## src/mpt_pkg.sv

```systemverilog
package mpt_pkg;

	// ----------------------------------------------------------------
	// register offsets (byte addresses)
	// ----------------------------------------------------------------
	localparam logic [7:0] MPT_ADDR_PIN_CONFIG = 8'h00;
	localparam logic [7:0] MPT_ADDR_SW_TRIGGER = 8'h04;
	localparam logic [7:0] MPT_ADDR_STATE = 8'h08;
	localparam logic [7:0] MPT_ADDR_NVM_CONFIG = 8'h0C;

	// ----------------------------------------------------------------
	// field positions in the pin configuration word
	// ----------------------------------------------------------------
	localparam int MPT_POS_INPUT_SELECT = 0;
	localparam int MPT_POS_FUNC = 1;
	localparam int MPT_POS_MASK = 5;
	localparam int MPT_POS_OUTPUT_SELECT = 13;
	localparam int MPT_POS_SYNC = 16;

	// ----------------------------------------------------------------
	// reset values and counts
	// ----------------------------------------------------------------
	localparam logic [3:0] MPT_FUNC_RESET = 4'h0;
	localparam logic [1:0] MPT_MASK_RESET = 2'h0;
	localparam int MPT_CHANNELS = 2;
	localparam logic [3:0] MPT_BOOT_WAIT = 4'h3;

	// ----------------------------------------------------------------
	// input function codes
	// ----------------------------------------------------------------
	typedef enum logic [3:0] {
		MPT_FN_NONE = 4'b0000,
		MPT_FN_SNAPSHOT = 4'b0010,
		MPT_FN_CUR_PWR = 4'b0011,
		MPT_FN_VOLT_PWR = 4'b0100,
		MPT_FN_PROTECT = 4'b0101,
		MPT_FN_CLEAR = 4'b0111,
		MPT_FN_LOAD = 4'b1000,
		MPT_FN_WAVE = 4'b1001,
		MPT_FN_MARGIN = 4'b1010,
		MPT_FN_RESET = 4'b1011,
		MPT_FN_PROG_LOCK = 4'b1100,
		MPT_FN_WRITE_LOCK = 4'b1101
	} mpt_func_type;

	// per-channel action pulses travel together
	typedef struct packed {
		logic [1:0] curDown;
		logic [1:0] curUp;
		logic [1:0] voltDown;
		logic [1:0] voltUp;
		logic [1:0] load;
		logic [1:0] waveStop;
		logic [1:0] waveStart;
		logic [1:0] marginLow;
		logic [1:0] marginHigh;
	} mpt_chan_act_type;

	// global action pulses
	typedef struct packed {
		logic snapshot;
		logic protect;
		logic clear;
		logic devReset;
	} mpt_glob_act_type;

	// boot sequencing
	typedef enum logic [1:0] {
		MPT_ST_LOAD = 2'b00,
		MPT_ST_WAIT = 2'b01,
		MPT_ST_SAMPLE = 2'b10,
		MPT_ST_RUN = 2'b11
	} mpt_state_type;

endpackage

```

## src/mpt_pin_map.sv

```systemverilog
`timescale 1ns/1ns

// What this block does
// - input select bit makes the pin an input, output select bit an output if input select is clear.
// - pin-triggered per-channel actions apply only to channels set in the trigger mask.
// - snapshot, protect, clear codes fire on falling edge; rising ignored.
// - current power, waveform, margin codes act on both edges per channel.
// - voltage power-down uses the configured pulldown; rising powers up.
// - load code fires on falling edge for masked channels with sync set.
// - reset code resets the device on a complete low pulse only.
// - programming lock and write lock follow falling and rising edges.
// - write lock still admits unlock key and reset field writes.
// - after boot the pin level is sampled once and its command run.
// - after reset with defaults the pin triggers nothing.
// - a mapped input function other than reset masks the matching software trigger.
// - software constraints also gate pin-triggered actions.
// - pin configuration loads from nonvolatile image at boot.
module mpt_pin_map
	import mpt_pkg::*;
(
	input wire logic clk_sys,
	input wire logic reset,
	input wire logic [31:0] paddr,
	input wire logic psel,
	input wire logic penable,
	input wire logic pwrite,
	input wire logic [31:0] pwdata,
	output logic [31:0] prdata,
	output logic pready,
	output logic pslverr,
	input wire logic [31:0] nvmImage,
	input wire logic [1:0] syncSelect,
	input wire logic [1:0] voltPulldownSel,
	input wire logic protectAllowed,
	input wire logic pinIn,
	output logic pinOut,
	output logic pinOutEn_n,
	input wire logic statusOut,
	output mpt_chan_act_type chanAct,
	output mpt_glob_act_type globAct,
	output logic [1:0] voltPulldownUsed,
	output logic progAllowed,
	output logic writeAllowed,
	output logic bootDone
);

	// ----------------------------------------------------------------
	// state
	// ----------------------------------------------------------------
	logic inputSelect_reg;
	logic outputSelect_reg;
	logic [3:0] funcCode_reg;
	logic [1:0] chanMask_reg;
	logic sync1_reg;
	logic sync2_reg;
	logic pinLast_reg;
	logic pulseLow_reg;
	logic [3:0] bootCnt_reg;
	mpt_state_type state_reg;
	mpt_chan_act_type chanAct_next;
	mpt_glob_act_type globAct_next;
	logic fallEdge;
	logic riseEdge;
	logic inMode;
	logic bootSample;
	logic doFall;
	logic doRise;
	logic [1:0] loadMask;
	logic apbWrite;
	logic apbAccess;
	logic decodeOk;
	logic swLockWrite;
	logic [31:0] cfgWord;

	// ----------------------------------------------------------------
	// pin synchroniser and edge detect
	// ----------------------------------------------------------------
	// first stage is read only by the second
	always_ff @(posedge clk_sys) begin
		if (reset) begin
			sync1_reg <= 1'b1;
			sync2_reg <= 1'b1;
			pinLast_reg <= 1'b1;
		end else begin
			sync1_reg <= pinIn;
			sync2_reg <= sync1_reg;
			pinLast_reg <= sync2_reg;
		end
	end

	assign fallEdge = pinLast_reg & ~sync2_reg;
	assign riseEdge = ~pinLast_reg & sync2_reg;
	// edges are ignored until the boot sample has run
	assign inMode = inputSelect_reg & (state_reg == MPT_ST_RUN);
	assign bootSample = (state_reg == MPT_ST_SAMPLE) & inputSelect_reg;
	// a boot level acts like the edge that would have led to it
	assign doFall = (inMode & fallEdge) | (bootSample & ~sync2_reg);
	assign doRise = (inMode & riseEdge) | (bootSample & sync2_reg);
	assign loadMask = chanMask_reg & syncSelect;

	// ----------------------------------------------------------------
	// boot sequencing: load image, let synchroniser settle, sample once
	// ----------------------------------------------------------------
	always_ff @(posedge clk_sys) begin
		if (reset) begin
			state_reg <= MPT_ST_LOAD;
			bootCnt_reg <= 4'h0;
		end else begin
			case (state_reg)
				MPT_ST_LOAD: begin
					state_reg <= MPT_ST_WAIT;
				end
				MPT_ST_WAIT: begin
					bootCnt_reg <= bootCnt_reg + 4'h1;
					if (bootCnt_reg == MPT_BOOT_WAIT) begin
						state_reg <= MPT_ST_SAMPLE;
					end
				end
				MPT_ST_SAMPLE: begin
					state_reg <= MPT_ST_RUN;
				end
				MPT_ST_RUN: begin
					state_reg <= MPT_ST_RUN;
				end
				default: begin
					state_reg <= MPT_ST_LOAD;
				end
			endcase
		end
	end

	// ----------------------------------------------------------------
	// apb slave: zero wait states, unmapped addresses answer with error
	// ----------------------------------------------------------------
	assign apbAccess = psel & penable;
	assign apbWrite = apbAccess & pwrite & decodeOk; // unmapped writes must not alias a register
	assign decodeOk = (paddr[31:0] == {24'h0000_00, MPT_ADDR_PIN_CONFIG})
		| (paddr[31:0] == {24'h0000_00, MPT_ADDR_SW_TRIGGER})
		| (paddr[31:0] == {24'h0000_00, MPT_ADDR_STATE})
		| (paddr[31:0] == {24'h0000_00, MPT_ADDR_NVM_CONFIG});
	// write lock stops config writes; only the trigger word keeps unlock/reset
	assign swLockWrite = ~writeAllowed & (paddr[7:0] == MPT_ADDR_PIN_CONFIG);

	assign cfgWord = {14'h0000, syncSelect, 2'h0, outputSelect_reg, 6'h00, chanMask_reg,
		funcCode_reg, inputSelect_reg};

	// configuration register, loaded from the nonvolatile image at boot
	always_ff @(posedge clk_sys) begin
		if (reset) begin
			inputSelect_reg <= 1'b0;
			outputSelect_reg <= 1'b0;
			funcCode_reg <= MPT_FUNC_RESET;
			chanMask_reg <= MPT_MASK_RESET;
		end else if (state_reg == MPT_ST_LOAD) begin
			inputSelect_reg <= nvmImage[MPT_POS_INPUT_SELECT];
			outputSelect_reg <= nvmImage[MPT_POS_OUTPUT_SELECT];
			funcCode_reg <= nvmImage[MPT_POS_FUNC +: 4];
			chanMask_reg <= nvmImage[MPT_POS_MASK +: 2];
		end else if (apbWrite & (paddr[7:0] == MPT_ADDR_PIN_CONFIG) & ~swLockWrite) begin
			inputSelect_reg <= pwdata[MPT_POS_INPUT_SELECT];
			outputSelect_reg <= pwdata[MPT_POS_OUTPUT_SELECT];
			funcCode_reg <= pwdata[MPT_POS_FUNC +: 4];
			chanMask_reg <= pwdata[MPT_POS_MASK +: 2];
		end
	end

	// bus answer
	always_ff @(posedge clk_sys) begin
		if (reset) begin
			prdata <= 32'h0000_0000;
			pready <= 1'b0;
			pslverr <= 1'b0;
		end else begin
			pready <= psel & ~penable;
			pslverr <= psel & ~penable & ~decodeOk;
			prdata <= 32'h0000_0000;
			if (psel & ~penable & ~pwrite & decodeOk) begin
				case (paddr[7:0])
					MPT_ADDR_PIN_CONFIG: prdata <= cfgWord;
					MPT_ADDR_STATE: prdata <= {26'h000_0000, bootDone, progAllowed,
						writeAllowed, sync2_reg, state_reg};
					MPT_ADDR_NVM_CONFIG: prdata <= nvmImage;
					default: prdata <= 32'h0000_0000;
				endcase
			end
		end
	end

	// ----------------------------------------------------------------
	// dispatch of pin and software triggers
	// ----------------------------------------------------------------
	always_comb begin
		chanAct_next = '0;
		globAct_next = '0;
		case (funcCode_reg)
			MPT_FN_SNAPSHOT: globAct_next.snapshot = doFall;
			MPT_FN_PROTECT: globAct_next.protect = doFall & protectAllowed;
			MPT_FN_CLEAR: globAct_next.clear = doFall;
			MPT_FN_CUR_PWR: begin
				chanAct_next.curDown = {2{doFall}} & chanMask_reg;
				chanAct_next.curUp = {2{doRise}} & chanMask_reg;
			end
			MPT_FN_VOLT_PWR: begin
				chanAct_next.voltDown = {2{doFall}} & chanMask_reg;
				chanAct_next.voltUp = {2{doRise}} & chanMask_reg;
			end
			MPT_FN_LOAD: chanAct_next.load = {2{doFall}} & loadMask;
			MPT_FN_WAVE: begin
				chanAct_next.waveStop = {2{doFall}} & chanMask_reg;
				chanAct_next.waveStart = {2{doRise}} & chanMask_reg;
			end
			MPT_FN_MARGIN: begin
				chanAct_next.marginLow = {2{doFall}} & chanMask_reg;
				chanAct_next.marginHigh = {2{doRise}} & chanMask_reg;
			end
			// reset fires on the rise that ends a low seen in run mode
			MPT_FN_RESET: globAct_next.devReset = inMode & riseEdge & pulseLow_reg;
			default: begin
				chanAct_next = '0;
				globAct_next = '0;
			end
		endcase
		// software triggers other than reset, ignored when the pin owns the same function
		if (apbWrite & (paddr[7:0] == MPT_ADDR_SW_TRIGGER)) begin
			// trigger bits obey the write lock; only reset and unlock bypass it
			if (writeAllowed && !(inputSelect_reg && funcCode_reg == MPT_FN_SNAPSHOT)) begin
				globAct_next.snapshot = globAct_next.snapshot | pwdata[0];
			end
			if (writeAllowed && !(inputSelect_reg && funcCode_reg == MPT_FN_PROTECT)) begin
				globAct_next.protect = globAct_next.protect | (pwdata[1] & protectAllowed);
			end
			if (writeAllowed && !(inputSelect_reg && funcCode_reg == MPT_FN_CLEAR)) begin
				globAct_next.clear = globAct_next.clear | pwdata[2];
			end
			if (writeAllowed && !(inputSelect_reg && funcCode_reg == MPT_FN_LOAD)) begin
				chanAct_next.load = chanAct_next.load | (pwdata[5:4] & syncSelect);
			end
			// reset field is honoured even under the write lock
			globAct_next.devReset = globAct_next.devReset | pwdata[3];
		end
	end

	// low pulse tracker for the reset function
	always_ff @(posedge clk_sys) begin
		if (reset) begin
			pulseLow_reg <= 1'b0;
		end else if (inMode & fallEdge) begin
			pulseLow_reg <= 1'b1;
		end else if (riseEdge) begin
			pulseLow_reg <= 1'b0;
		end
	end

	// registered action outputs, one cycle pulses
	always_ff @(posedge clk_sys) begin
		if (reset) begin
			chanAct <= '0;
			globAct <= '0;
			voltPulldownUsed <= 2'h0;
		end else begin
			chanAct <= chanAct_next;
			globAct <= globAct_next;
			voltPulldownUsed <= voltPulldownSel;
		end
	end

	// lock levels; the unlock key in the trigger word reopens writes
	always_ff @(posedge clk_sys) begin
		if (reset) begin
			progAllowed <= 1'b1;
			writeAllowed <= 1'b1;
		end else begin
			if (funcCode_reg == MPT_FN_PROG_LOCK) begin
				if (doFall) progAllowed <= 1'b1;
				else if (doRise) progAllowed <= 1'b0;
			end
			if (funcCode_reg == MPT_FN_WRITE_LOCK) begin
				if (doFall) writeAllowed <= 1'b1;
				else if (doRise) writeAllowed <= 1'b0;
			end
			if (apbWrite & (paddr[7:0] == MPT_ADDR_SW_TRIGGER) & pwdata[8]) begin
				writeAllowed <= 1'b1;
			end
		end
	end

	// pin output drive and boot flag
	always_ff @(posedge clk_sys) begin
		if (reset) begin
			pinOut <= 1'b0;
			pinOutEn_n <= 1'b1;
			bootDone <= 1'b0;
		end else begin
			pinOut <= statusOut;
			pinOutEn_n <= ~(outputSelect_reg & ~inputSelect_reg);
			bootDone <= (state_reg == MPT_ST_RUN);
		end
	end

endmodule

```

## config.mk

```make
export PLATFORM = sky130hd
export DESIGN_NAME = mpt_pin_map
export DESIGN_NICKNAME = d
export VERILOG_FILES = /design/src/mpt_pkg.sv /design/src/mpt_pin_map.sv
export SDC_FILE = /design/constraint.sdc
export NUM_CORES = 1
export LEC_CHECK = 0
export ABC_AREA = 1
export BUFFER_PORTS_ARGS = -buffer_cell sky130_fd_sc_hd__clkbuf_2
export CAP_MARGIN = 40
export CELL_PAD_IN_SITES_DETAIL_PLACEMENT = 0
export CELL_PAD_IN_SITES_GLOBAL_PLACEMENT = 1
export CORE_MARGIN = 2
export CORE_UTILIZATION = 33
export CTS_CLUSTER_DIAMETER = 120
export DETAILED_ROUTE_END_ITERATION = 7
export GPL_ROUTABILITY_DRIVEN = 0
export GPL_TIMING_DRIVEN = 0
export HOLD_SLACK_MARGIN = 0.1
export MAX_ROUTING_LAYER = met4
export PLACE_DENSITY = 0.85
export SLEW_MARGIN = 20
export SYNTH_ARGS = -nofsm -noshare
export SYNTH_HDL_FRONTEND = slang
export SYNTH_SLANG_ARGS = --single-unit
```

## constraint.sdc

```tcl
create_clock -name clk_sys -period 2 [get_ports clk_sys]
set_input_delay 0 -clock clk_sys [delete_from_list [all_inputs] [get_ports clk_sys]]
set_output_delay 0 -clock clk_sys [all_outputs]
set_load 0.02 [all_outputs]
```

Word level (Yosys, flattened, before mapping). Index checks and enable logic that the tools add are counted.

ROM bits: 0. Bits in latches: 0. RAM bits: 0. Register bits after elaboration: 81. Memories kept: 0. Bits of input ports: 108.

Order comparisons: 0. Reduce and logical (&&, ||, !) cells: 27. Equality and inequality tests: 22. Shift-type cells: 0. $add $sub $neg: 1. Bitwise logic cells: 53. Divide/modulo/power cells: 0. Multiplexer cells: 26. Multiply operators: 0.

Operators with widths (number): one-hot mux 32 bit (3 select lines) (1); equality test 32 x 4 -> 1 bit, second input constant (2); equality test 32 x 3 -> 1 bit, second input constant (1); zero test 32 bit (1); bitwise AND 1 bit (24); equality test 4 bit, second input constant (6); equality test 8 x 4 -> 1 bit, second input constant (2); two-way mux 1 bit (15); NOT 1 bit (14); OR reduction 2 bit (7); equality test 4 x 2 -> 1 bit, second input constant (3); equality test 4 x 3 -> 1 bit, second input constant (3); two-way mux 2 bit (6); two-way mux 4 bit (3); bitwise AND 2 bit (5); bitwise OR 1 bit (9); equality test 8 x 3 -> 1 bit, second input constant (1); logical AND 1 bit (8); zero test 8 bit (1); one-hot mux 2 bit (3 select lines) (1); nonzero test 2 bit (3); adder 4 x 1 -> 4 bit, second input constant (1); equality test 2 bit, second input constant (2); zero test 1 bit (4); 5 further kinds (6).

Logic depth before layout (Yosys ltp). Gate-level depths: netlist (run 1).

Depth in word-level cells: 9. Gate-level depth with buffers: 10. Gate-level depth less buffers: 9.

Least setup slack after synthesis (run 1). No wires, ideal clock.

Path type: reg-to-reg. From: register writeAllowed. To: register chanMask_reg[0]. Library setup time: 0.115 ns. Stages on the path, launching flop included: 7. Required time: 1.885 ns. Data arrival time: 1.347 ns. Slack: 0.538 ns. Path through: dfxtp_1 -> inv_1 -> nor3_1 -> nand3_4 -> buf_6 -> a21oi_1 -> nor2_1.

Longest elaborated chain between the ends: 5.

Ends and longest elaborated chain: start: declaration (RTL line mpt_pin_map.sv:43) `output logic writeAllowed,`; start signal: assignment (RTL line mpt_pin_map.sv:271) `writeAllowed <= 1'b1;`; start signal: assignment (RTL line mpt_pin_map.sv:278) `if (doFall) writeAllowed <= 1'b1;`; start signal: assignment (RTL line mpt_pin_map.sv:279) `else if (doRise) writeAllowed <= 1'b0;`; NOT 1 bit (RTL line mpt_pin_map.sv:142) `assign swLockWrite = ~writeAllowed & (paddr[7:0] == MPT_ADDR_PIN_CONFIG);`; bitwise AND 1 bit (RTL line mpt_pin_map.sv:142); NOT 1 bit (RTL line mpt_pin_map.sv:159) `end else if (apbWrite & (paddr[7:0] == MPT_ADDR_PIN_CONFIG) & ~swLockWrite) begin`; bitwise AND 1 bit (RTL line mpt_pin_map.sv:159); nonzero test 2 bit (no line); end signal: assignment (RTL line mpt_pin_map.sv:158) `chanMask_reg <= nvmImage[MPT_POS_MASK +: 2];`; end signal: assignment (RTL line mpt_pin_map.sv:163) `chanMask_reg <= pwdata[MPT_POS_MASK +: 2];`; end: declaration (RTL line mpt_pin_map.sv:53) `logic [1:0] chanMask_reg;`.

Every way passes these cells. A chain may end at the register's enable or synchronous reset.

Worst setup path after layout (run 1).
From: register inputSelect_reg. To: register chanAct[8] (netlist name).

Longest elaborated chain between the ends: 8.

Ends and longest elaborated chain: start: declaration (RTL line mpt_pin_map.sv:50) `logic inputSelect_reg;`; start signal: assignment (RTL line mpt_pin_map.sv:155) `inputSelect_reg <= nvmImage[MPT_POS_INPUT_SELECT];`; start signal: assignment (RTL line mpt_pin_map.sv:160) `inputSelect_reg <= pwdata[MPT_POS_INPUT_SELECT];`; bitwise AND 1 bit (on tied branches) (RTL line mpt_pin_map.sv:94, mpt_pin_map.sv:95); bitwise AND 1 bit (RTL line mpt_pin_map.sv:97) `assign doFall = (inMode & fallEdge) | (bootSample & ~sync2_reg);`; bitwise OR 1 bit (RTL line mpt_pin_map.sv:97); bitwise AND 2 bit (RTL line mpt_pin_map.sv:207) `MPT_FN_LOAD: chanAct_next.load = {2{doFall}} & loadMask;`; two-way mux 2 bit (RTL line mpt_pin_map.sv:195) `case (funcCode_reg)`; bitwise OR 2 bit (RTL line mpt_pin_map.sv:236) `chanAct_next.load = chanAct_next.load | (pwdata[5:4] & syncSelect);`; two-way mux 2 bit (RTL line mpt_pin_map.sv:235) `if (writeAllowed && !(inputSelect_reg && funcCode_reg == MPT_FN_LOAD)) begin`; two-way mux 2 bit * (RTL line mpt_pin_map.sv:224) `if (apbWrite & (paddr[7:0] == MPT_ADDR_SW_TRIGGER)) begin`; end signal: assignment (RTL line mpt_pin_map.sv:261) `chanAct <= chanAct_next;`; end: declaration (RTL line mpt_pin_map.sv:39) `output mpt_chan_act_type chanAct,`.

Mark *: on every way between the ends. The rest lies on a longest branch, timed or not.

==> results.py, run 1 <==
metrics = {
    "sta": {
        "worst_pin_slew_ns": 0.753,
        "rsz0062_at_grt": "false",
        "fin_crit_sh": 0.931,
        "clock.fmax_mhz": 537,
        "slew-limit-headroom": 0.494,
        "finClkSkew_ns": 0.0107,
        "fin_setup_tns_ns": 0,
        "setup_viol": 0,
        "hold_slack_ns": 0.107,
        "min_period_ns": 1.86,
        "hold_viol_final": 0,
        "maxSlewViolCount": 0,
    },
    "floorplan": {
        "die_h_um": 103,
        "boundaryPins": 171,
        "die_area_sq_um": 10600,
        "start_util": 0.336,
        "die-width_um": 103,
        "coreArea_sq_um": 9640,
        "rows": 36,
    },
    "setup_path": {
        "critPathRequiredTime_ns": 2.31,
        "worstPathArrival_ns": 2.17,
        "reg2reg_depth": 7,
        "reg2reg_to": "chanAct[8]",
        "cp_max_fo": 5,
        "r2r_slack_ns": 0.14,
        "path_class": "flop to flop",
        "r2r-start": "inputSelect_reg",
        "cp-end-kind": "flop",
        "startpoint_type": "flop",
    },
    "yosys": {
        "yosys.area.top_type": "dfxtp_1",
        "synth_top_area_frac": 0.501,
        "synth-edff-count": 0,
        "avgSynthCellArea_sq_um": 7.55,
        "synth-seq-cells": 81,
        "yosys_warnings": 0,
        "synth-async-reset-ratio": 0,
        "syn_inst": 429,
        "syn_nets": 538,
        "synthTopCellsByArea": "dfxtp_1 (50%), nor2_1 (11%), nand2_1 (10%)",
        "yosysSeqAreaShare": 0.501,
        "synthFlopType": "dfxtp_1",
        "synth.distinct_cells": 35,
        "syn_area_sq_um": 3240,
    },
    "power": {
        "max-vdd-ir-drop_mv": 0.379,
        "clkPwrFrac": 0.390,
        "intPower_w": 0.00254,
        "power.share.sequential": 0.492,
        "power_leakage_nw": 2.32,
        "p_sw_frac": 0.251,
        "power_density_nw_per_um2": 683,
        "pwr-share-comb": 0.117,
        "p_switching_w": 0.000852,
    },
    "clock_tree": {
        "htree_levels": 3,
        "ctsLongestPathBuffers": 2,
        "clk_latency_ns": 0.37,
        "cts_tree": "built",
        "clk_pin_slew_worst_paths_ns": 0.09,
        "post_cts_buffers": 0,
        "cts_made_buffers": 9,
        "cts_sinks": 81,
        "root_buffer": "clkbuf_8",
    },
    "global_routing": {
        "antenna_found_initial": 0,
        "grt_first_pass_wirelength_um": 16200,
        "overflow": 0,
        "grt_max_degree": 15,
        "track_usage": 0.207,
        "grt_pass1_vias": 3499,
    },
    "drt": {
        "drt_first_pass_iters": 4,
        "ant_nets": 0,
        "first_iter_violations": 142,
        "wl_per_cell_um": 13.1,
        "wl_um": 10300,
        "drc": 0,
        "route.vias.total": 3530,
        "via_per_inst": 4.51,
    },
    "final_layout": {
        "n_antenna_cell": 0,
        "largest_register_ffs": 32,
        "final_cell_mix": "clkbuf_2 (146), nor2_1 (94), nand2_1 (86), dfxtp_1 (80), dlygate4sd3_1 (60)",
        "fillers": 959,
        "regArea_sq_um": 1620,
        "drive_above_1_share": 0.294,
        "final_nets": 755,
        "layout_commonest_cell": "clkbuf_2",
        "regMostFlops": "prdata",
        "top_regs": "prdata x32, chanAct x18",
        "multi_input_area_sq_um": 1370,
        "area_delta_synth_final_pct": 53.3,
    },
    "status": {
        "status": "completed",
    },
    "placed_design": {
        "hpwl_um": 7330,
        "io_buffers": 146,
    },
    "hold_path": {
        "worstHoldStart": "paddr[2]",
        "hold_path.class": "primary input to flop",
        "hold_end": "prdata[0]",
        "whs_path_depth": 4,
    },
    "job": {
        "max-cap-violations": 0,
    },
}
==> routing by layer <==
metal  GRT usage  vias up  part of all wire
met5           -        -                 0
met3      0.0522       17             0.085
met2       0.340      148              0.47
met1       0.240     1566              0.43
li1            -     1799                 -
met4      0.0881        0             0.018
==> cell usage after synthesis (2+ instances only) <==
| library cell | n |
|---|---|
| nor2_1 | 96 |
| nand2_1 | 86 |
| dfxtp_1 | 81 |
| inv_1 | 44 |
| a21oi_1 | 27 |
| nand3_1 | 18 |
| nand4_1 | 14 |
| o21ai_0 | 10 |
| nor3_1 | 6 |
| o22ai_1 | 5 |
| buf_2 | 4 |
| nor2_2 | 4 |
| buf_6 | 3 |
| nor4_1 | 3 |
| clkbuf_1 | 2 |
| nand2_2 | 2 |
| nand3_2 | 2 |
| nand3_4 | 2 |
| nor2_4 | 2 |
| o21ai_1 | 2 |
| or2_2 | 2 |
==> worst max path at each step <==
stage / slack [ns] / end / startpoint / cells past startpoint
after floorplan: 0.54 / chanMask_reg[0] / writeAllowed / 6
after global placement: 0.24 / prdata[1] / paddr[0] / 8
after detailed placement: 0.39 / funcCode_reg[0] / writeAllowed / 6
after CTS: 0.12 / chanAct[9] / funcCode_reg[3] / 8
after global routing: 0.04 / chanAct[9] / reset / 7
final: 0.14 / chanAct[8] / inputSelect_reg / 7
==> cell families (layout without fill, tap and decap cells) <==
logic type | Yosys count | in the layout | synth area share
AO/OA/AOI/OAI | 48 | 48 | 0.0792
adder cells (fa/ha/maj) | 1 | 1 | 0.00386
buffers and inverters | 58 | 279 | 0.0803
flip-flops | 81 | 81 | 0.501
AND/OR/NAND/NOR | 241 | 241 | 0.336
==> cell type report <==
| class | count | share of cell area |
|---|---|---|
| buffer | 12 | 0.0176 |
| timing repair buffer | 206 | 0.268 |
| sequential | 81 | 0.327 |
| multi-input combinational | 290 | 0.276 |
| clock inverter | 6 | 0.0186 |
| clock buffer | 9 | 0.0249 |
| inverter | 46 | 0.0348 |
| tap | 133 | 0.0335 |
==> power by group through the flow <==
stage	sequential, W	clock [W]	combinational (W)
3_3_place_gp	0.00171	0	0.000303
5_1_grt	0.00168	0.00145	0.000445
3_5_place_dp	0.00171	0	0.000307
6_report	0.00167	0.00133	0.000398
4_1_cts	0.00167	0.00135	0.000394
2_1_floorplan	0.00171	0	0.000162
==> critical path: stages (launching register included) <==
cell and delay [ns]:
dfxtp_1 0.41, nand2_1 0.14, a21oi_1 0.16, nand2_1 0.14
nor2_1 0.17, nand2_1 0.08, a21oi_1 0.15, dlygate4sd3_1 0.55
==> what timing repair did <==
item / in CTS / in global routing
endpoints found under the hold margin: 53 / 0
setup endpoints to repair: 0 / 4
hold buffers: 60 / 0
gates resized for setup: 0 / 3
==> stage by stage <==
stage	util	std cells	total power, W	setup slack, ns	instance area (sq um)
6_report	0.515	783	0.00339	0.138	4970
4_1_cts	0.515	783	0.00342	0.122	4960
3_5_place_dp	0.430	708	0.00201	0.388	4140
3_3_place_gp	0.429	708	0.00201	0.239	4140
5_1_grt	0.515	783	0.00357	0.0378	4970
2_1_floorplan	-	429	0.00187	0.538	3240
Power figures use the tool's default switching activity.
==> run 2, diff against run 1 <==
--- a/config.mk
+++ b/config.mk
@@ -5,20 +5,19 @@
 export SDC_FILE = /design/constraint.sdc
 export NUM_CORES = 1
 export LEC_CHECK = 0
-export ABC_AREA = 1
 export BUFFER_PORTS_ARGS = -buffer_cell sky130_fd_sc_hd__clkbuf_2
 export CAP_MARGIN = 40
 export CELL_PAD_IN_SITES_DETAIL_PLACEMENT = 0
 export CELL_PAD_IN_SITES_GLOBAL_PLACEMENT = 1
 export CORE_MARGIN = 2
-export CORE_UTILIZATION = 33
+export CORE_UTILIZATION = 34
 export CTS_CLUSTER_DIAMETER = 120
 export DETAILED_ROUTE_END_ITERATION = 7
 export GPL_ROUTABILITY_DRIVEN = 0
 export GPL_TIMING_DRIVEN = 0
 export HOLD_SLACK_MARGIN = 0.1
 export MAX_ROUTING_LAYER = met4
-export PLACE_DENSITY = 0.85
+export PLACE_DENSITY = 0.84
 export SLEW_MARGIN = 20
 export SYNTH_ARGS = -nofsm -noshare
 export SYNTH_HDL_FRONTEND = slang
==> results.py, run 2 <==
metrics = {
    "setup_path": {
        "critPathRequiredTime_ns": 2.28,
        "cp-end-kind": "flop",
        "crit_chain": "clkbuf_1 -> nor2b_1 -> nand3_1 -> nand3_1 -> dlygate4sd3_1 -> o31ai_1",
        "worst_path_max_delay_cell": "dlygate4sd3_1",
        "startpoint_type": "flop",
        "crit_end": "globAct[2]",
        "cp_num_cells": 6,
        "worstPathArrival_ns": 2.09,
        "cp_slowest_stage_delay_ns": 0.56,
        "path_class": "flop to flop",
        "r2r-start": "funcCode_reg[3]",
        "crit_family": "buffers and inverters",
        "reg2reg_to": "globAct[2]",
        "critical_path_buf_inv_count": 2,
        "crit_top_cell": "nand3_1",
        "r2r_slack_ns": 0.19,
        "cp_max_fo": 9,
        "cp-startpoint": "funcCode_reg[3]",
        "reg2reg_depth": 6,
    },
    "power": {
        "power_leakage_nw": 2.12,
        "power_density_nw_per_um2": 703,
        "max-vdd-ir-drop_mv": 0.368,
        "power.total_w": 0.00331,
    },
    "yosys": {
        "synth_top_family_by_area": "simple AND/OR/NAND/NOR gates",
        "yosys.area_share.simple": 0.265,
        "synth_common_cells": "dfxtp_1 (81), nor2_1 (47), and2_1 (24), mux2i_1 (15), nand2_1 (11)",
        "avgSynthCellArea_sq_um": 10.1,
        "synth-seq-cells": 81,
        "synth_fa_ha_area_frac": 0.00406,
        "yosysSeqAreaShare": 0.526,
        "synth_xor_area_frac": 0.00853,
        "synth_compound_area_frac": 0.115,
        "synth.mux.area_fraction": 0.0487,
        "yosys_warnings": 0,
        "yosys.area.top_type": "dfxtp_1",
        "synth_top_area_frac": 0.526,
        "yosysMostFrequentCell": "dfxtp_1",
        "syn_nets": 414,
        "synth-async-reset-ratio": 0,
        "syn_inst": 305,
        "synth.distinct_cells": 49,
        "synthFlopType": "dfxtp_1",
        "synth-edff-count": 0,
        "synthTopCellsByArea": "dfxtp_1 (53%), nor2_1 (5.7%), and2_1 (4.9%)",
        "syn_area_sq_um": 3080,
    },
    "global_routing": {
        "track_usage": 0.193,
        "grt_max_degree": 17,
        "grt_pass1_vias": 3011,
        "overflow": 0,
        "antenna_found_initial": 0,
        "grt_first_pass_wirelength_um": 14600,
    },
    "sta": {
        "setup_viol": 0,
        "worst_pin_slew_ns": 0.605,
        "maxSlewViolCount": 0,
        "rsz0062_at_grt": "false",
        "fin_crit_sh": 0.904,
        "finClkSkew_ns": 0.00796,
        "min_period_ns": 1.81,
        "clock.fmax_mhz": 553,
        "hold_viol_final": 0,
        "slew-limit-headroom": 0.596,
        "fin_setup_tns_ns": 0,
    },
    "floorplan": {
        "boundaryPins": 171,
        "die-width_um": 99.2,
        "coreArea_sq_um": 8760,
        "rows": 34,
        "start_util": 0.352,
        "die_area_sq_um": 9840,
        "die_h_um": 99.2,
    },
    "hold_path": {
        "hold_path.class": "primary input to flop",
    },
    "drt": {
        "route.vias.total": 3044,
        "wl_per_cell_um": 14.5,
        "drc": 0,
        "first_iter_violations": 121,
        "via_per_inst": 4.83,
        "drt_first_pass_iters": 4,
        "wl_um": 9140,
        "ant_nets": 0,
    },
    "placed_design": {
        "io_buffers": 147,
        "dpl_cell_area_sq_um": 3950,
        "hpwl_um": 6730,
    },
    "clock_tree": {
        "cts_made_buffers": 9,
        "ctsLongestPathBuffers": 2,
        "root_buffer": "clkbuf_8",
        "ctsResizeCount": 0,
        "clk_pin_slew_worst_paths_ns": 0.09,
        "post_cts_buffers": 0,
        "htree_levels": 3,
        "clk_latency_ns": 0.36,
        "cts_tree": "built",
        "cts_sinks": 81,
    },
    "final_layout": {
        "layout_commonest_cell": "clkbuf_2",
        "top_regs": "prdata x32, chanAct x18",
        "final_nets": 626,
        "design_area_sq_um": 4710,
        "area_delta_synth_final_pct": 52.8,
        "final_cell_mix": "clkbuf_2 (149), dfxtp_1 (81), dlygate4sd3_1 (55), nor2_1 (47), and2_1 (24)",
        "regMostFlops": "prdata",
        "n_antenna_cell": 0,
        "drive_above_1_share": 0.372,
        "largest_register_ffs": 32,
    },
    "job": {
        "max-cap-violations": 0,
    },
    "status": {
        "status": "completed",
    },
}
## run 2: cell count changes after synthesis, sizes merged, moves of 8 or more
cell	previous run	this run
and2	0	25
a21oi	27	7
a311oi	0	8
nand2	88	11
o21ai	12	1
inv	45	5
mux2i	0	15
nor2	102	48
nand3	22	7
a211oi	0	9
## run 2: where the power goes
part | total (W) | switching (W) | internal [W]
logic | 0.000379 | 0.000173 | 0.000207
clock network | 0.00126 | 0.000657 | 0.000605
registers | 0.00167 | 0.0000284 | 0.00164
## run 2: worst min path at each step
stage | start | cells after the start | endpoint
2_1_floorplan | penable | 1 | pready
3_3_place_gp | pinIn | 2 | sync1_reg
3_5_place_dp | pinIn | 2 | sync1_reg
4_1_cts | paddr[21] | 5 | globAct[2]
5_1_grt | paddr[21] | 5 | globAct[1]
6_report | paddr[21] | 5 | globAct[2]
## run 2: cell families after synthesis
| family | after synthesis |
|---|---|
| flops | 81 |
| compound gates | 45 |
| simple gates | 139 |
| fa+ha+maj | 1 |
| mux | 15 |
| xor+xnor | 3 |
| buf+inv | 21 |
## run 2: through the flow
stage / cells / worst slack (ns) / util / hold WS, ns
after detailed placement: 560 / 0.292 / 0.451 / 0.199
after global placement: 560 / 0.365 / 0.451 / 0.194
after global routing: 630 / 0.0850 / 0.537 / 0.187
after CTS: 631 / 0.114 / 0.538 / 0.162
final: 630 / 0.193 / 0.537 / 0.168
after floorplan: 305 / 0.534 / - / 0.0784
## run 2: repair_timing
| item | CTS | global route |
|---|---|---|
| endpoints found under the setup margin | 0 | 1 |
| endpoints found under the hold margin | 53 | 0 |
| hold buffers | 55 | 0 |
## run 2: final cells by class
| type | count | area, sq um |
|---|---|---|
| fill | 826 | 4060 |
| timing repair buffer | 202 | 1290 |
| clock buffer | 9 | 124 |
| multi-input combinational | 203 | 1360 |
| inverter | 5 | 18.8 |
| tap | 108 | 135 |
| sequential | 81 | 1620 |
| buffer | 15 | 77.6 |
| clock inverter | 7 | 86.3 |
## run 2: per-layer routing
layer | up-vias | global-route usage | wire (um)
met2 | 84 | 0.315 | 4640
met4 | 0 | 0.0717 | 130
met3 | 10 | 0.0337 | 410
met1 | 1439 | 0.240 | 3970
li1 | 1511 | - | -
met5 | - | - | 0
## run 2: tightest hold or removal path, cell delays in order
cell      delay (ns)
clkbuf_2        0.09
nor4_2          0.04
nand4_2         0.12
or3_4           0.16
o31ai_1         0.07
==> run 3, diff against run 2 <==
--- a/config.mk
+++ b/config.mk
@@ -9,7 +9,7 @@
 export CAP_MARGIN = 40
 export CELL_PAD_IN_SITES_DETAIL_PLACEMENT = 0
 export CELL_PAD_IN_SITES_GLOBAL_PLACEMENT = 1
-export CORE_MARGIN = 2
+export CORE_MARGIN = 3
 export CORE_UTILIZATION = 34
 export CTS_CLUSTER_DIAMETER = 120
 export DETAILED_ROUTE_END_ITERATION = 7
==> results.py, run 3 (same netlist as run 2, synthesis figures left out) <==
metrics = {
    "clock_tree": {
        "post_cts_buffers": 0,
        "ctsLongestPathBuffers": 2,
        "htree_levels": 3,
        "clk_latency_ns": 0.36,
        "cts_sinks": 81,
        "cts_tree": "built",
        "clk_pin_slew_worst_paths_ns": 0.10,
        "root_buffer": "clkbuf_8",
        "cts_made_buffers": 9,
    },
    "final_layout": {
        "largest_register_ffs": 32,
        "final_nets": 626,
        "fillers": 808,
        "n_antenna_cell": 0,
        "regMostFlops": "prdata",
        "final_util": 0.535,
        "top_regs": "prdata x32, chanAct x18",
        "layout_commonest_cell": "clkbuf_2",
        "drive_above_1_share": 0.374,
        "final_cell_mix": "clkbuf_2 (149), dfxtp_1 (81), dlygate4sd3_1 (55), nor2_1 (47), and2_1 (24)",
        "design_area_sq_um": 4690,
        "area_delta_synth_final_pct": 52.1,
    },
    "global_routing": {
        "use_met2": 0.296,
        "grt_max_degree": 17,
        "grt_first_pass_wirelength_um": 14600,
        "grt_pass1_vias": 2925,
        "grt.busiest_layer": "met2",
        "track_usage": 0.187,
        "grt_use_met3": 0.0262,
        "met1_usage": 0.242,
        "antenna_found_initial": 0,
        "overflow": 0,
    },
    "power": {
        "max-vdd-ir-drop_mv": 0.317,
        "power.total_w": 0.00319,
        "power_leakage_nw": 2.11,
        "power_density_nw_per_um2": 681,
    },
    "placed_design": {
        "io_buffers": 147,
        "hpwl_um": 6720,
        "dpl_cell_area_sq_um": 3950,
    },
    "floorplan": {
        "die_h_um": 101,
        "start_util": 0.352,
        "boundaryPins": 171,
        "rows": 34,
        "die_area_sq_um": 10200,
        "coreArea_sq_um": 8760,
        "die-width_um": 101,
    },
    "sta": {
        "fin_setup_tns_ns": 0,
        "maxSlewViolCount": 0,
        "hold_viol_final": 0,
        "slew-limit-headroom": 0.600,
        "setup_viol": 0,
        "clock.fmax_mhz": 556,
        "fin_crit_sh": 0.899,
        "worst_pin_slew_ns": 0.599,
        "rsz0062_at_grt": "false",
        "min_period_ns": 1.80,
        "finClkSkew_ns": 0.0116,
    },
    "drt": {
        "drc": 0,
        "wl_um": 9420,
        "route.vias.total": 3024,
        "wl_per_cell_um": 15.0,
        "first_iter_violations": 143,
        "drt_first_pass_iters": 4,
        "ant_nets": 0,
        "via_per_inst": 4.80,
    },
    "setup_path": {
        "crit_end": "globAct[2]",
        "cp_max_fo": 9,
        "critPathRequiredTime_ns": 2.26,
        "cp-end-kind": "flop",
        "startpoint_type": "flop",
        "cp-startpoint": "funcCode_reg[3]",
        "reg2reg_depth": 6,
        "r2r_slack_ns": 0.20,
        "reg2reg_to": "globAct[2]",
        "r2r-start": "funcCode_reg[3]",
        "path_class": "flop to flop",
        "worstPathArrival_ns": 2.06,
    },
    "hold_path": {
        "whs_path_depth": 5,
        "hold_path.class": "primary input to flop",
    },
    "status": {
        "status": "completed",
    },
    "job": {
        "max-cap-violations": 0,
    },
}
## run 3: changes by cell type in the layout (fill, tap and decap cells not counted), sizes merged
cell	previous run	this run
bufinv	1	0
clkinvlp	1	2
## run 3: layout make-up
cell class | count | area [sq um] | share of cell area
timing repair buffer | 202 | 1290 | 0.274
buffer | 15 | 77.6 | 0.0166
tap | 108 | 135 | 0.0288
inverter | 5 | 18.8 | 0.00401
sequential | 81 | 1620 | 0.346
multi-input combinational | 203 | 1360 | 0.291
clock buffer | 9 | 124 | 0.0264
clock inverter | 7 | 61.3 | 0.0131
## run 3: worst max-delay path: stages, from the launching register on
cell and delay (ns):
dfxtp_1 0.32, clkbuf_1 0.33, nor2b_2 0.13, nand3_1 0.10, nand3_1 0.07, dlygate4sd3_1 0.55
o31ai_1 0.20
## run 3: how the worst min path moves through the flow
stage | startpoint | to | slack, ns
after CTS | paddr[16] | chanAct[8] | 0.15
after global placement | pinIn | sync1_reg | 0.20
after global routing | paddr[16] | chanAct[8] | 0.18
final | paddr[16] | chanAct[8] | 0.17
after detailed placement | pinIn | sync1_reg | 0.20
after floorplan | penable | pready | 0.08
## run 3: what timing repair did
item,4_1_cts,5_1_grt
hold buffers,55,0
endpoints found under the hold margin,53,0
resized for setup,0,1
setup endpoints to repair,0,1
## run 3: metal layers
| layer | share of wire | vias to the layer above |
|---|---|---|
| met5 | 0 | - |
| met4 | 0.023 | 0 |
| li1 | - | 1513 |
| met2 | 0.49 | 99 |
| met1 | 0.43 | 1396 |
| met3 | 0.055 | 16 |
## run 3: metrics by stage
| step | worst slack [ns] | std cells | hold WS [ns] |
|---|---|---|---|
| 3_5_place_dp | 0.379 | 560 | 0.200 |
| 6_report | 0.201 | 630 | 0.174 |
| 3_3_place_gp | 0.364 | 560 | 0.196 |
| 2_1_floorplan | 0.534 | 305 | 0.0784 |
| 4_1_cts | 0.108 | 631 | 0.155 |
| 5_1_grt | 0.0720 | 630 | 0.182 |
## run 3: power breakdown
part / leakage, nW / internal, W / switching (W) / total (W)
clock network: 0.0888 / 0.000475 / 0.000667 / 0.00114
logic: 1.36 / 0.000207 / 0.000174 / 0.000382
registers: 0.657 / 0.00164 / 0.0000280 / 0.00167
